--- config.mk ---
export PLATFORM = sky130hd
export DESIGN_NAME = cthl_log
export DESIGN_NICKNAME = d
export VERILOG_FILES = /design/src/hdl/cthl_pkg.sv /design/src/hdl/cthl_mem.sv /design/src/hdl/cthl_flag.sv /design/src/hdl/cthl_log.sv
export SDC_FILE = /design/constraint.sdc
export NUM_CORES = 2
export LEC_CHECK = 0
export ABC_AREA = 1
export BUFFER_PORTS_ARGS = -buffer_cell sky130_fd_sc_hd__buf_2
export CORE_MARGIN = 5
export CORE_UTILIZATION = 60
export CTS_BUF_LIST = sky130_fd_sc_hd__clkbuf_8
export DETAILED_ROUTE_END_ITERATION = 10
export PLACE_DENSITY = 0.81
export SETUP_SLACK_MARGIN = 0.1
export SYNTH_ARGS = -nofsm -noshare
export SYNTH_HDL_FRONTEND = slang
export SYNTH_SLANG_ARGS = --single-unit
--- constraint.sdc ---
create_clock -name pclk -period 5.3 [get_ports pclk]
set_clock_uncertainty 0.2 [all_clocks]
set_input_delay 0.53 -clock pclk [delete_from_list [all_inputs] [get_ports pclk]]
set_output_delay 0.53 -clock pclk [all_outputs]
set_load 0.05 [all_outputs]
--- src/hdl/cthl_pkg.sv ---
package cthl_pkg;
  // ===========================================================
  // register byte addresses
  localparam logic [7:0] CTHL_CFG_ADDR  = 8'h00;
  localparam logic [7:0] CTHL_STS_ADDR  = 8'h04;
  localparam logic [7:0] CTHL_PTR_ADDR  = 8'h08;
  localparam logic [7:0] CTHL_ACC0_ADDR = 8'h0c;
  localparam logic [7:0] CTHL_ACC1_ADDR = 8'h10;
  localparam logic [7:0] CTHL_GCTL_ADDR = 8'h14;
  // ===========================================================
  // field positions
  localparam int CTHL_CFG_LOG_EN   = 0;
  localparam int CTHL_CFG_IRQ_EN   = 1;
  localparam int CTHL_CFG_IRQ_MODE = 2;
  localparam int CTHL_STS_EMPTY    = 0;
  localparam int CTHL_STS_OVF      = 1;
  localparam int CTHL_STS_IRQ      = 2;
  localparam int CTHL_STS_CNT_LSB  = 8;
  localparam int CTHL_GCTL_OVF_IE  = 0;
  localparam int CTHL_ACC_IDX_LSB  = 8;
  localparam int CTHL_ACC_LBL_LSB  = 16;
  // ===========================================================
  // field widths and codes
  localparam int CTHL_KIND_W  = 3;
  localparam int CTHL_DEPTH   = 64;
  localparam int CTHL_IDX_W   = 7;
  localparam int CTHL_LBL_W   = 8;
  localparam int CTHL_TS_W    = 16;
  localparam logic [2:0] CTHL_KIND_TXBUF = 3'h1;
  localparam logic [2:0] CTHL_KIND_FIFO  = 3'h2;
  localparam logic [2:0] CTHL_KIND_QUEUE = 3'h4;
  localparam logic [7:0] CTHL_PTR_ADVANCE = 8'hff;
  localparam logic [31:0] CTHL_CFG_RST  = 32'h0000_0000;
  localparam logic [31:0] CTHL_GCTL_RST = 32'h0000_0000;
  // threshold numerator and denominator of the fill interrupt
  localparam int CTHL_THR_NUM = 3;
  localparam int CTHL_THR_DEN = 4;
endpackage : cthl_pkg

--- src/hdl/cthl_mem.sv ---
`timescale 1ns/100ps
`default_nettype none
module cthl_mem #(
  parameter int W     = 34,
  parameter int DEPTH = 64,
  parameter int AW    = $clog2(DEPTH)
) (
  input  wire logic          pclk,
  input  wire logic          we,
  input  wire logic [AW-1:0] waddr,
  input  wire logic [W-1:0]  wdata,
  input  wire logic [AW-1:0] raddr,
  output logic      [W-1:0]  rdata_r
);
  logic [W-1:0] store [DEPTH];

  always_ff @(posedge pclk) begin
    if (we) begin
      store[waddr] <= wdata;
    end
    rdata_r <= store[raddr];
  end
endmodule : cthl_mem
`default_nettype wire

--- src/hdl/cthl_flag.sv ---
`timescale 1ns/100ps
`default_nettype none
// sticky flag: a set in the clearing cycle wins
module cthl_flag (
  input  wire logic pclk,
  input  wire logic presetn,
  input  wire logic set,
  input  wire logic clr,
  output logic      flag_r
);
  logic flag_nxt;

  assign flag_nxt = set | (flag_r & ~clr);

  always_ff @(posedge pclk or negedge presetn) begin
    if (!presetn) begin
      flag_r <= 1'b0;
    end else begin
      flag_r <= flag_nxt;
    end
  end
endmodule : cthl_flag
`default_nettype wire

--- src/hdl/cthl_log.sv ---
`timescale 1ns/100ps
`default_nettype none
// How it works
// - one log per channel, 64 entries
// - store entry only on successful transmission
// - kind codes 001 buffer, 010 fifo, 100 queue
// - index names the sending buffer or fifo
// - entry keeps label and time stamp
// - software picks per message whether logged
// - log needs log enable and request bit
// - irq at three quarters, or every entry
// - irq request gated by own enable
// - history irq merged into transmit line
// - log disable keeps irq flag; write zero
// - write ff to pointer field advances
// - sticky overflow flag, cleared writing zero
// - overflow raises global error when enabled
// - overflow enable is one global bit
module cthl_log
  import cthl_pkg::*;
#(
  parameter int DEPTH = CTHL_DEPTH,
  parameter int IDX_W = CTHL_IDX_W,
  parameter int LBL_W = CTHL_LBL_W,
  parameter int TS_W  = CTHL_TS_W
) (
  input  wire logic             pclk,
  input  wire logic             presetn,
  input  wire logic             psel,
  input  wire logic             penable,
  input  wire logic             pwrite,
  input  wire logic [7:0]       paddr,
  input  wire logic [31:0]      pwdata,
  output logic      [31:0]      prdata,
  output logic                  pready,
  output logic                  pslverr,
  input  wire logic             tx_done,
  input  wire logic [2:0]       tx_buf_kind,
  input  wire logic [IDX_W-1:0] tx_buf_index,
  input  wire logic [LBL_W-1:0] tx_label,
  input  wire logic [TS_W-1:0]  tx_timestamp,
  input  wire logic             msg_log_request,
  input  wire logic             tx_irq_other,
  output logic                  hist_irq,
  output logic                  tx_irq,
  output logic                  global_err_irq
);
  localparam int AW  = $clog2(DEPTH);
  localparam int CW  = AW + 1;
  localparam int EW  = CTHL_KIND_W + IDX_W + LBL_W + TS_W;
  localparam logic [CW-1:0] FULL_CNT = CW'(DEPTH);
  localparam logic [CW-1:0] THR_CNT  =
    CW'((DEPTH * CTHL_THR_NUM) / CTHL_THR_DEN);

  // ===========================================================
  // parameter checks
  if (DEPTH < 4 || (1 << AW) != DEPTH) begin : g_bad_depth
    $error("cthl_log: DEPTH must be a power of two, at least 4");
  end
  if (IDX_W > 8 || LBL_W > 16 || TS_W > 32 || IDX_W < 1) begin : g_bad_w
    $error("cthl_log: field widths do not fit the access window");
  end

  // ===========================================================
  // bus decode
  logic bus_wr;
  logic bus_rd;
  logic sel_cfg;
  logic sel_sts;
  logic sel_ptr;
  logic sel_acc0;
  logic sel_acc1;
  logic sel_gctl;
  logic mapped;

  assign bus_wr   = psel & penable & pwrite;
  assign bus_rd   = psel & penable & ~pwrite;
  assign sel_cfg  = (paddr == CTHL_CFG_ADDR);
  assign sel_sts  = (paddr == CTHL_STS_ADDR);
  assign sel_ptr  = (paddr == CTHL_PTR_ADDR);
  assign sel_acc0 = (paddr == CTHL_ACC0_ADDR);
  assign sel_acc1 = (paddr == CTHL_ACC1_ADDR);
  assign sel_gctl = (paddr == CTHL_GCTL_ADDR);
  assign mapped   = sel_cfg | sel_sts | sel_ptr | sel_acc0 | sel_acc1
                  | sel_gctl;
  assign pready   = 1'b1;
  assign pslverr  = psel & penable & ~mapped;

  // ===========================================================
  // control registers
  logic log_enable_r;
  logic irq_enable_r;
  logic irq_mode_r;
  logic ovf_irq_enable_r;
  logic cfg_wr;
  logic gctl_wr;

  assign cfg_wr  = bus_wr & sel_cfg;
  assign gctl_wr = bus_wr & sel_gctl;

  always_ff @(posedge pclk or negedge presetn) begin
    if (!presetn) begin
      log_enable_r <= CTHL_CFG_RST[CTHL_CFG_LOG_EN];
      irq_enable_r <= CTHL_CFG_RST[CTHL_CFG_IRQ_EN];
      irq_mode_r   <= CTHL_CFG_RST[CTHL_CFG_IRQ_MODE];
    end else if (cfg_wr) begin
      // mode discipline on this bit is left to software
      log_enable_r <= pwdata[CTHL_CFG_LOG_EN];
      irq_enable_r <= pwdata[CTHL_CFG_IRQ_EN];
      irq_mode_r   <= pwdata[CTHL_CFG_IRQ_MODE];
    end
  end

  always_ff @(posedge pclk or negedge presetn) begin
    if (!presetn) begin
      ovf_irq_enable_r <= CTHL_GCTL_RST[CTHL_GCTL_OVF_IE];
    end else if (gctl_wr) begin
      ovf_irq_enable_r <= pwdata[CTHL_GCTL_OVF_IE];
    end
  end

  // ===========================================================
  // entry capture and pointers
  logic [AW-1:0] wr_ptr_r;
  logic [AW-1:0] rd_ptr_r;
  logic [CW-1:0] count_r;
  logic [CW-1:0] count_nxt;
  logic          empty;
  logic          full;
  logic          log_req;
  logic          store_en;
  logic          overflow;
  logic          advance;
  logic [EW-1:0] entry_in;
  logic [EW-1:0] entry_out;

  assign empty    = (count_r == '0);
  assign full     = (count_r == FULL_CNT);
  // only successful, enabled, requested messages are logged
  assign log_req  = tx_done & log_enable_r & msg_log_request;
  assign store_en = log_req & ~full;
  assign overflow = log_req & full;
  // device guards the pointer as software is asked to
  assign advance  = bus_wr & sel_ptr
                  & (pwdata[7:0] == CTHL_PTR_ADVANCE)
                  & log_enable_r & ~empty;
  assign entry_in = {tx_buf_kind, tx_buf_index, tx_label,
                     tx_timestamp};

  always_comb begin
    count_nxt = count_r;
    if (store_en && !advance) begin
      count_nxt = count_r + CW'(1);
    end else if (advance && !store_en) begin
      count_nxt = count_r - CW'(1);
    end
  end

  always_ff @(posedge pclk or negedge presetn) begin
    if (!presetn) begin
      wr_ptr_r <= '0;
      rd_ptr_r <= '0;
      count_r  <= '0;
    end else begin
      if (store_en) begin
        wr_ptr_r <= wr_ptr_r + AW'(1);
      end
      if (advance) begin
        rd_ptr_r <= rd_ptr_r + AW'(1);
      end
      count_r <= count_nxt;
    end
  end

  cthl_mem #(
    .W     (EW),
    .DEPTH (DEPTH),
    .AW    (AW)
  ) u_mem (
    .pclk    (pclk),
    .we      (store_en),
    .waddr   (wr_ptr_r),
    .wdata   (entry_in),
    .raddr   (rd_ptr_r),
    .rdata_r (entry_out)
  );

  // ===========================================================
  // status flags
  logic irq_set;
  logic irq_clr;
  logic ovf_clr;
  logic irq_flag_r;
  logic ovf_flag_r;
  logic thr_hit;

  assign thr_hit = (count_nxt >= THR_CNT);
  assign irq_set = store_en & (irq_mode_r | thr_hit);
  // disabling the log leaves the flag alone
  assign irq_clr = bus_wr & sel_sts & ~pwdata[CTHL_STS_IRQ];
  assign ovf_clr = bus_wr & sel_sts & ~pwdata[CTHL_STS_OVF];

  cthl_flag u_irq_flag (
    .pclk    (pclk),
    .presetn (presetn),
    .set     (irq_set),
    .clr     (irq_clr),
    .flag_r  (irq_flag_r)
  );

  cthl_flag u_ovf_flag (
    .pclk    (pclk),
    .presetn (presetn),
    .set     (overflow),
    .clr     (ovf_clr),
    .flag_r  (ovf_flag_r)
  );

  // ===========================================================
  // interrupt outputs
  assign hist_irq       = irq_flag_r & irq_enable_r;
  assign tx_irq         = hist_irq | tx_irq_other;
  assign global_err_irq = ovf_flag_r & ovf_irq_enable_r;

  // ===========================================================
  // read data
  logic [31:0] cfg_word;
  logic [31:0] sts_word;
  logic [31:0] acc0_word;
  logic [31:0] acc1_word;
  logic [31:0] gctl_word;
  logic [2:0]  out_kind;
  logic [IDX_W-1:0] out_idx;
  logic [LBL_W-1:0] out_lbl;
  logic [TS_W-1:0]  out_ts;

  assign {out_kind, out_idx, out_lbl, out_ts} = entry_out;

  always_comb begin
    cfg_word  = '0;
    sts_word  = '0;
    acc0_word = '0;
    acc1_word = '0;
    gctl_word = '0;
    cfg_word[CTHL_CFG_LOG_EN]   = log_enable_r;
    cfg_word[CTHL_CFG_IRQ_EN]   = irq_enable_r;
    cfg_word[CTHL_CFG_IRQ_MODE] = irq_mode_r;
    sts_word[CTHL_STS_EMPTY]    = empty;
    sts_word[CTHL_STS_OVF]      = ovf_flag_r;
    sts_word[CTHL_STS_IRQ]      = irq_flag_r;
    sts_word[CTHL_STS_CNT_LSB +: CW] = count_r;
    acc0_word[CTHL_KIND_W-1:0]  = out_kind;
    acc0_word[CTHL_ACC_IDX_LSB +: IDX_W] = out_idx;
    acc0_word[CTHL_ACC_LBL_LSB +: LBL_W] = out_lbl;
    acc1_word[TS_W-1:0]         = out_ts;
    gctl_word[CTHL_GCTL_OVF_IE] = ovf_irq_enable_r;
  end

  assign prdata = !bus_rd  ? 32'h0000_0000 :
                  sel_cfg  ? cfg_word  :
                  sel_sts  ? sts_word  :
                  sel_acc0 ? acc0_word :
                  sel_acc1 ? acc1_word :
                  sel_gctl ? gctl_word : 32'h0000_0000;
endmodule : cthl_log
`default_nettype wire

# --- After elaboration in Yosys (flattened, before gate mapping) ---
# Memories as Yosys holds them, arrays and structs flattened. A register that Yosys moved wholly into a read port is not among the register bits.
# Cells that the tools add are included.
totals:
  inputBits: 82
  ff_bits: 25
  mem_count: 1
  word_cells: 77
  ram_bits: 2176
  output_inout_bits: 37
memory_table:
  columns: ["name", "words", "width", "rd", "rd_ports_with_merged_regs", "wr", "line", "rtl"]
  rows:
  - ["u_mem.store", 64, 34, 1, 1, 1, "cthl_mem.sv:15", "logic [W-1:0] store [DEPTH];"]
op_classes:
  eq_ne: 7
  n_addsub: 4
  order_cmp: 1
  mux: 10
  bitwise_logic: 39
  n_reduce_logical: 6
op_table:
  columns: ["op", "count"]
  rows:
  - ["$mux 24", 4]
  - ["$and 1x1->1", 22]
  - ["$eq 8x4->1 const B", 2]
  - ["$eq 8x5->1 const B", 2]
  - ["$mux 16", 1]
  - ["$mux 7", 2]
  - ["$add 6x1->6 const B", 2]
  - ["$or 1x1->1", 9]
  - ["$eq 8x3->1 const B", 1]
  - ["$eq 8x8->1 const B", 1]
  - ["$logic_not 8->1", 1]
  - ["$not 1->1", 8]
  - ["$add 7x1->7 const B", 1]
  - ["$eq 7x7->1 const B", 1]
  - ["$ge 7x6->1 const B", 1]
  - ["$logic_not 7->1", 1]
  - ["$sub 7x1->7 const B", 1]
  - ["$mux 1", 3]
  - ["$logic_and 1x1->1", 2]
  - ["$logic_not 1->1", 2]

# --- Longest topological paths before layout ---
logic_depth:
  ltp_word: 13
  ltp_mapped: 17
  ltp_nobuf: 16

# --- Cells and area by module ---
# From an unflattened synthesis, not the netlist that was laid out.
hier_totals:
  cells_unflattened: 7495
  area_unflattened_um2: 90026.3
by_module_without_submodules:
  columns: ["module", "seq_area_each_um2", "instances", "cells_per_inst", "area_per_inst_um2"]
  rows:
  - ["cthl_mem", 66023.3, 1, 7188, 87941.8]
  - ["cthl_log", 575.6, 1, 297, 2004.4]
  - ["cthl_flag", 25.0, 2, 5, 40.0]

# --- Least setup slack after synthesis ---
# Ideal clock, no wire load.
synth_timing:
  path_type: "register to register"
  startpoint: "register count_r[0]"
  endpoint: "memory u_mem.store[63][0] (enable)"
  setup_time_ns: 0.470
  period_less_slack_ns: 4.016
  stages_incl_launch_ff: 8
  t_required_ns: 4.630
  slack_ns: 1.284
  arrival_time_ns: 3.346
  path_cell_list: "dfrtp_1 > inv_1 > ha_1 > nand2_1 > inv_1 > nand2_1 > nand2_2 > nor3_1"
synth_via:
  elab_chain_cells: 5
synth_lines:
  columns: ["item", "line", "rtl"]
  rows:
  - ["from (decl)", "cthl_log.sv:126", "logic [CW-1:0] count_r;"]
  - ["from (signal assigned)", "cthl_log.sv:171", "count_r <= count_nxt;"]
  - ["$eq 7x7->1", "cthl_log.sv:138", "assign full = (count_r == FULL_CNT);"]
  - ["$not 1->1", "cthl_log.sv:141", "assign store_en = log_req & ~full;"]
  - ["$and 1x1->1", "cthl_log.sv:141", null]
  - ["$mux 1", "cthl_mem.sv:18", "if (we) begin"]
  - ["$mux 1 (implied by the code)", "cthl_mem.sv:19", "store[waddr] <= wdata;"]
  - ["to (decl)", "cthl_mem.sv:15", null]
# Every way passes these cells.

# --- Final worst setup path ---
layout_timing:
  startpoint: "input port paddr[5]"
  endpoint: "output port prdata[19]"
layout_via:
  elab_chain_cells: 5
  elab_cells_between_ends: 7
  cone_classes: "2 x eq/ne; 4 x mux; 1 x reduce/logical"
layout_lines:
  columns: ["item", "line", "rtl"]
  rows:
  - ["from (decl)", "cthl_log.sv:32", "input wire logic [7:0] paddr,"]
  - ["$eq 8x4->1", "cthl_log.sv:81", "assign sel_acc0 = (paddr == CTHL_ACC0_ADDR);"]
  - ["$mux 24", "cthl_log.sv:262", "sel_acc0 ? acc0_word :"]
  - ["$mux 24", "cthl_log.sv:261", "sel_sts ? sts_word :"]
  - ["$mux 24 *", "cthl_log.sv:260", "sel_cfg ? cfg_word :"]
  - ["$mux 24 *", "cthl_log.sv:259", "assign prdata = !bus_rd ? 32'h0000_0000 :"]
  - ["to (decl)", "cthl_log.sv:34", "output logic [31:0] prdata,"]
# Every way passes the cells marked *; elsewhere a longest branch is shown, timed or not.

==> results.md <==
* Post-CTS setup buffer count at 0
* Layout Cells excl Fill at 8828
* Hold Path Stages at 2
* CTS Buf Count at 350
* Final-report hold violation count at 0
* RSZ-0062 raised after global routing: no
* Synthesis-stage register bit count at around 2200
* Post-synthesis mux area share at 0.0628%
* # rows at 140
* Reg2Reg Capture Point: u_mem.store[16][3]
* Synth unique cells at 45
* Synth Flop Type: edfxtp_1
* Drt initial violations at 10000
* Nets at 6737
* Clk pwr share at 39.5%
* Hold path endpoint: u_mem.store[16][14]
* Total clock sinks at about 2200
* Worst hold path class: in2reg
* All-Layer GR Usage at 31.0%
* Antenna-violating nets left at 0
* Root buffer selected by CTS: clkbuf_8
* Hold_sp: tx_timestamp[14]
* Area of the multi-input gates at 18800 um2
* Largest net degree at the start of global routing at between 150 and 200
* Area share of fa/ha/maj cells after synthesis at less than 1%
* Clk buf depth at 4
* Most frequent cells in the layout: 2176 x edfxtp_1, 1154 x nor2_1, 1002 x o21ai_0, 366 x clkbuf_8, 324 x o22ai_1
* Post-layout min period at 4.44 ns
* First-pass GRT wire length at 353 mm
* Avg Inst Size Synth at 13.5 um2
* H-tree lvl count at 5
* Via density per instance at ~6.7
* Power, Total at approximately 33 mW
* R2R Path Start: count_r[0]
* Main combinational cell family by area after synthesis: compound AO/OA/AOI/OAI gates
* Chip Width at 392 um
* Syn. warnings at 0
* Post-synthesis xor/xnor area fraction at 0.0999%
* Sequential element share of the synthesized area at 76.0%
* Max-cap violations at 0
* Synth-to-Final Area Change at 10.4%
* Highest Clock Rate at 225 MHz
* Critical Path RT at 4.57 ns
* CTS tree: done
* Most common cell after layout, fill and taps aside: edfxtp_1
* Outcome: finished, final reports clean
* Critical path class: in2out
* DR WL/cell at 27.5 um
* Int Power at 25.9 mW
* Via Count at 58900
* Worst slew pin tran at 1.35 ns
* # port buffers at 85
* Setup TNS at 0 ns
* Gate power share at 1.3%
* Synth Cell Area at between 80000 and 90000 um2
* Layout cells sized above 1 at 11.0%
* Crit path launch type: primary input
* Worst-path clk slew at around 0.060 ns
* Final slew viol count at 0
* EDFF count, synth at 2176
* Initial core utilization at 60.3%
* IO Pins at 119
* Async SR Flop Fraction at 1.12%
* Arrival time at the worst endpoint at 3.71 ns
* Crit. End Element: output port
* Post-synthesis compound-gate area fraction at between 10% and 20%
* Placed insts at between 8000 and 9000
* Worst-Skew Late Latency at 1.03 ns
* Power Density at 338 nW/um2
* Slew Limit Headroom at 9.83%
* Final HPWL from detailed placement at 130 mm
* Die area at between 150000 and 200000 um2
* Seq. cell area at between 60000 and 70000 um2
* Worst hold margin at 0.0659 ns
* Tcrit/Tclk final at a little over four fifths
* Switching pwr at 6.84 mW
* Grt ovf at 0
* Final wirelength at 243 mm
* Sw Share at 20.9%
* Final setup vio count at 0
* Reg2reg path depth at 10
* Die H at 392 um
* Maximum VDD drop at 0.301 mV
* Core Area at 145000 um2
* First-pass detailed-route iteration total at 7
* Reg power frac at 59.3%
* Initial antenna violation count at 11
* Leak at 31.1 nW
* R2R Setup Slk at 0.98 ns
* Worst-path fanout max at 12
* Simple-gate area share of the yosys netlist at 8.72%
* Drt drc at 0
* Number of global-route vias before repair at between 50000 and 60000
* GP Congestion at 0.895
* FILL cells at 9403
* Cells after synthesis at 6468
-- worst max-delay path by stage --
| stage | slack [ns] | from | endpoint |
|---|---|---|---|
| 2_1_floorplan | 1.28 | count_r[0] | u_mem.store[63][0] |
| 3_3_place_gp | 1.26 | count_r[0] | u_mem.store[41][33] |
| 4_1_cts | 1.00 | paddr[5] | prdata[19] |
| 5_1_grt | 0.71 | paddr[5] | prdata[19] |
| 6_report | 0.86 | paddr[5] | prdata[19] |
| 3_5_place_dp | 1.23 | count_r[0] | u_mem.store[16][3] |
-- kinds of logic after synthesis --
logic type	after synthesis
compound gates	1806
simple gates	1879
other cells	2
flops	2235
xor+xnor	10
fa+ha+maj	5
mux	5
buf+inv	526
-- worst max-delay path: stages --
cell and delay [ns]:
dlygate4sd3_1 0.53, buf_2 0.12, inv_1 0.06, nand2_1 0.08
nor2_4 0.15, nand4_1 0.60, inv_1 0.58, nand2_1 0.51
nor2_1 0.26, buf_2 0.30
-- layout make-up --
type | instances | area share [%]
antenna | 3 | 0.00776
clock buffer | 366 | 5.21
clock inverter | 244 | 1.06
inverter | 52 | 0.261
multi-input combinational | 3714 | 19.4
sequential | 2235 | 68.9
tap | 1917 | 2.48
timing repair buffer | 297 | 2.64
-- through the flow --
step           area (um2)  util, %  setup slack, ns
4_1_cts             96700     66.5             1.00
3_3_place_gp        90200     62.0             1.26
5_1_grt             96700     66.5            0.705
3_5_place_dp        90200     62.0             1.23
2_1_floorplan       87700        -             1.28
6_report            96700     66.5            0.860
-- power groups by stage --
stage / clock network [mW] / registers (mW) / logic, mW
3_5_place_dp: 0 / 19.8 / 0.374
2_1_floorplan: 0 / 19.8 / 0.0512
4_1_cts: 13.0 / 19.4 / 0.397
6_report: 12.9 / 19.4 / 0.410
3_3_place_gp: 0 / 19.8 / 0.356
5_1_grt: 13.8 / 19.4 / 0.429
-- cell usage after synthesis (3+ instances only) --
cell	count	area share, %
ha_1	5	0.071
mux2_2	4	0.051
o21ai_0	1002	5.7
dfrtp_1	25	0.71
inv_2	6	0.026
nand3_1	255	1.5
or2_2	3	0.021
o211ai_1	70	0.60
a21oi_1	92	0.53
nand2_1	321	1.4
a221oi_1	7	0.070
nand4_1	61	0.44
dfxtp_1	34	0.78
buf_2	122	0.70
nor2_2	3	0.021
o22ai_1	324	2.3
nor3_1	6	0.034
xor2_1	10	0.10
o211ai_2	6	0.086
o21ai_1	110	0.63
nor2_1	1216	5.2
buf_6	54	0.69
buf_8	4	0.069
clkbuf_1	247	1.1
edfxtp_1	2176	75
a31oi_1	3	0.021
nand4_2	6	0.086
buf_1	13	0.056
o221ai_1	190	1.9
inv_1	42	0.18
buf_4	33	0.28
-- flip-flops by register name, summed over array words and instances (netlist names), 6 cells and up --
name / cells
count_r: 7
u_mem.store: 2176
rd_ptr_r: 6
wr_ptr_r: 6
u_mem.rdata_r: 34
-- per-layer routing --
layer  wire length [um]  vias to the layer above  GRT usage, %  part of all wire (%)
met2             112000                     4888          48.2                    46
met5                 12                        -             0                0.0049
met4              14900                        2          17.4                   6.1
met3              33500                      862          7.62                    14
li1                   -                    24800             -                     -
met1              82000                    28400          40.5                    34
-- timing repair --
action	4_1_cts	5_1_grt
hold endpoints to repair	491	0
hold buffers	45	0
gates resized for setup	0	0
Power figures use the tool's default switching activity.
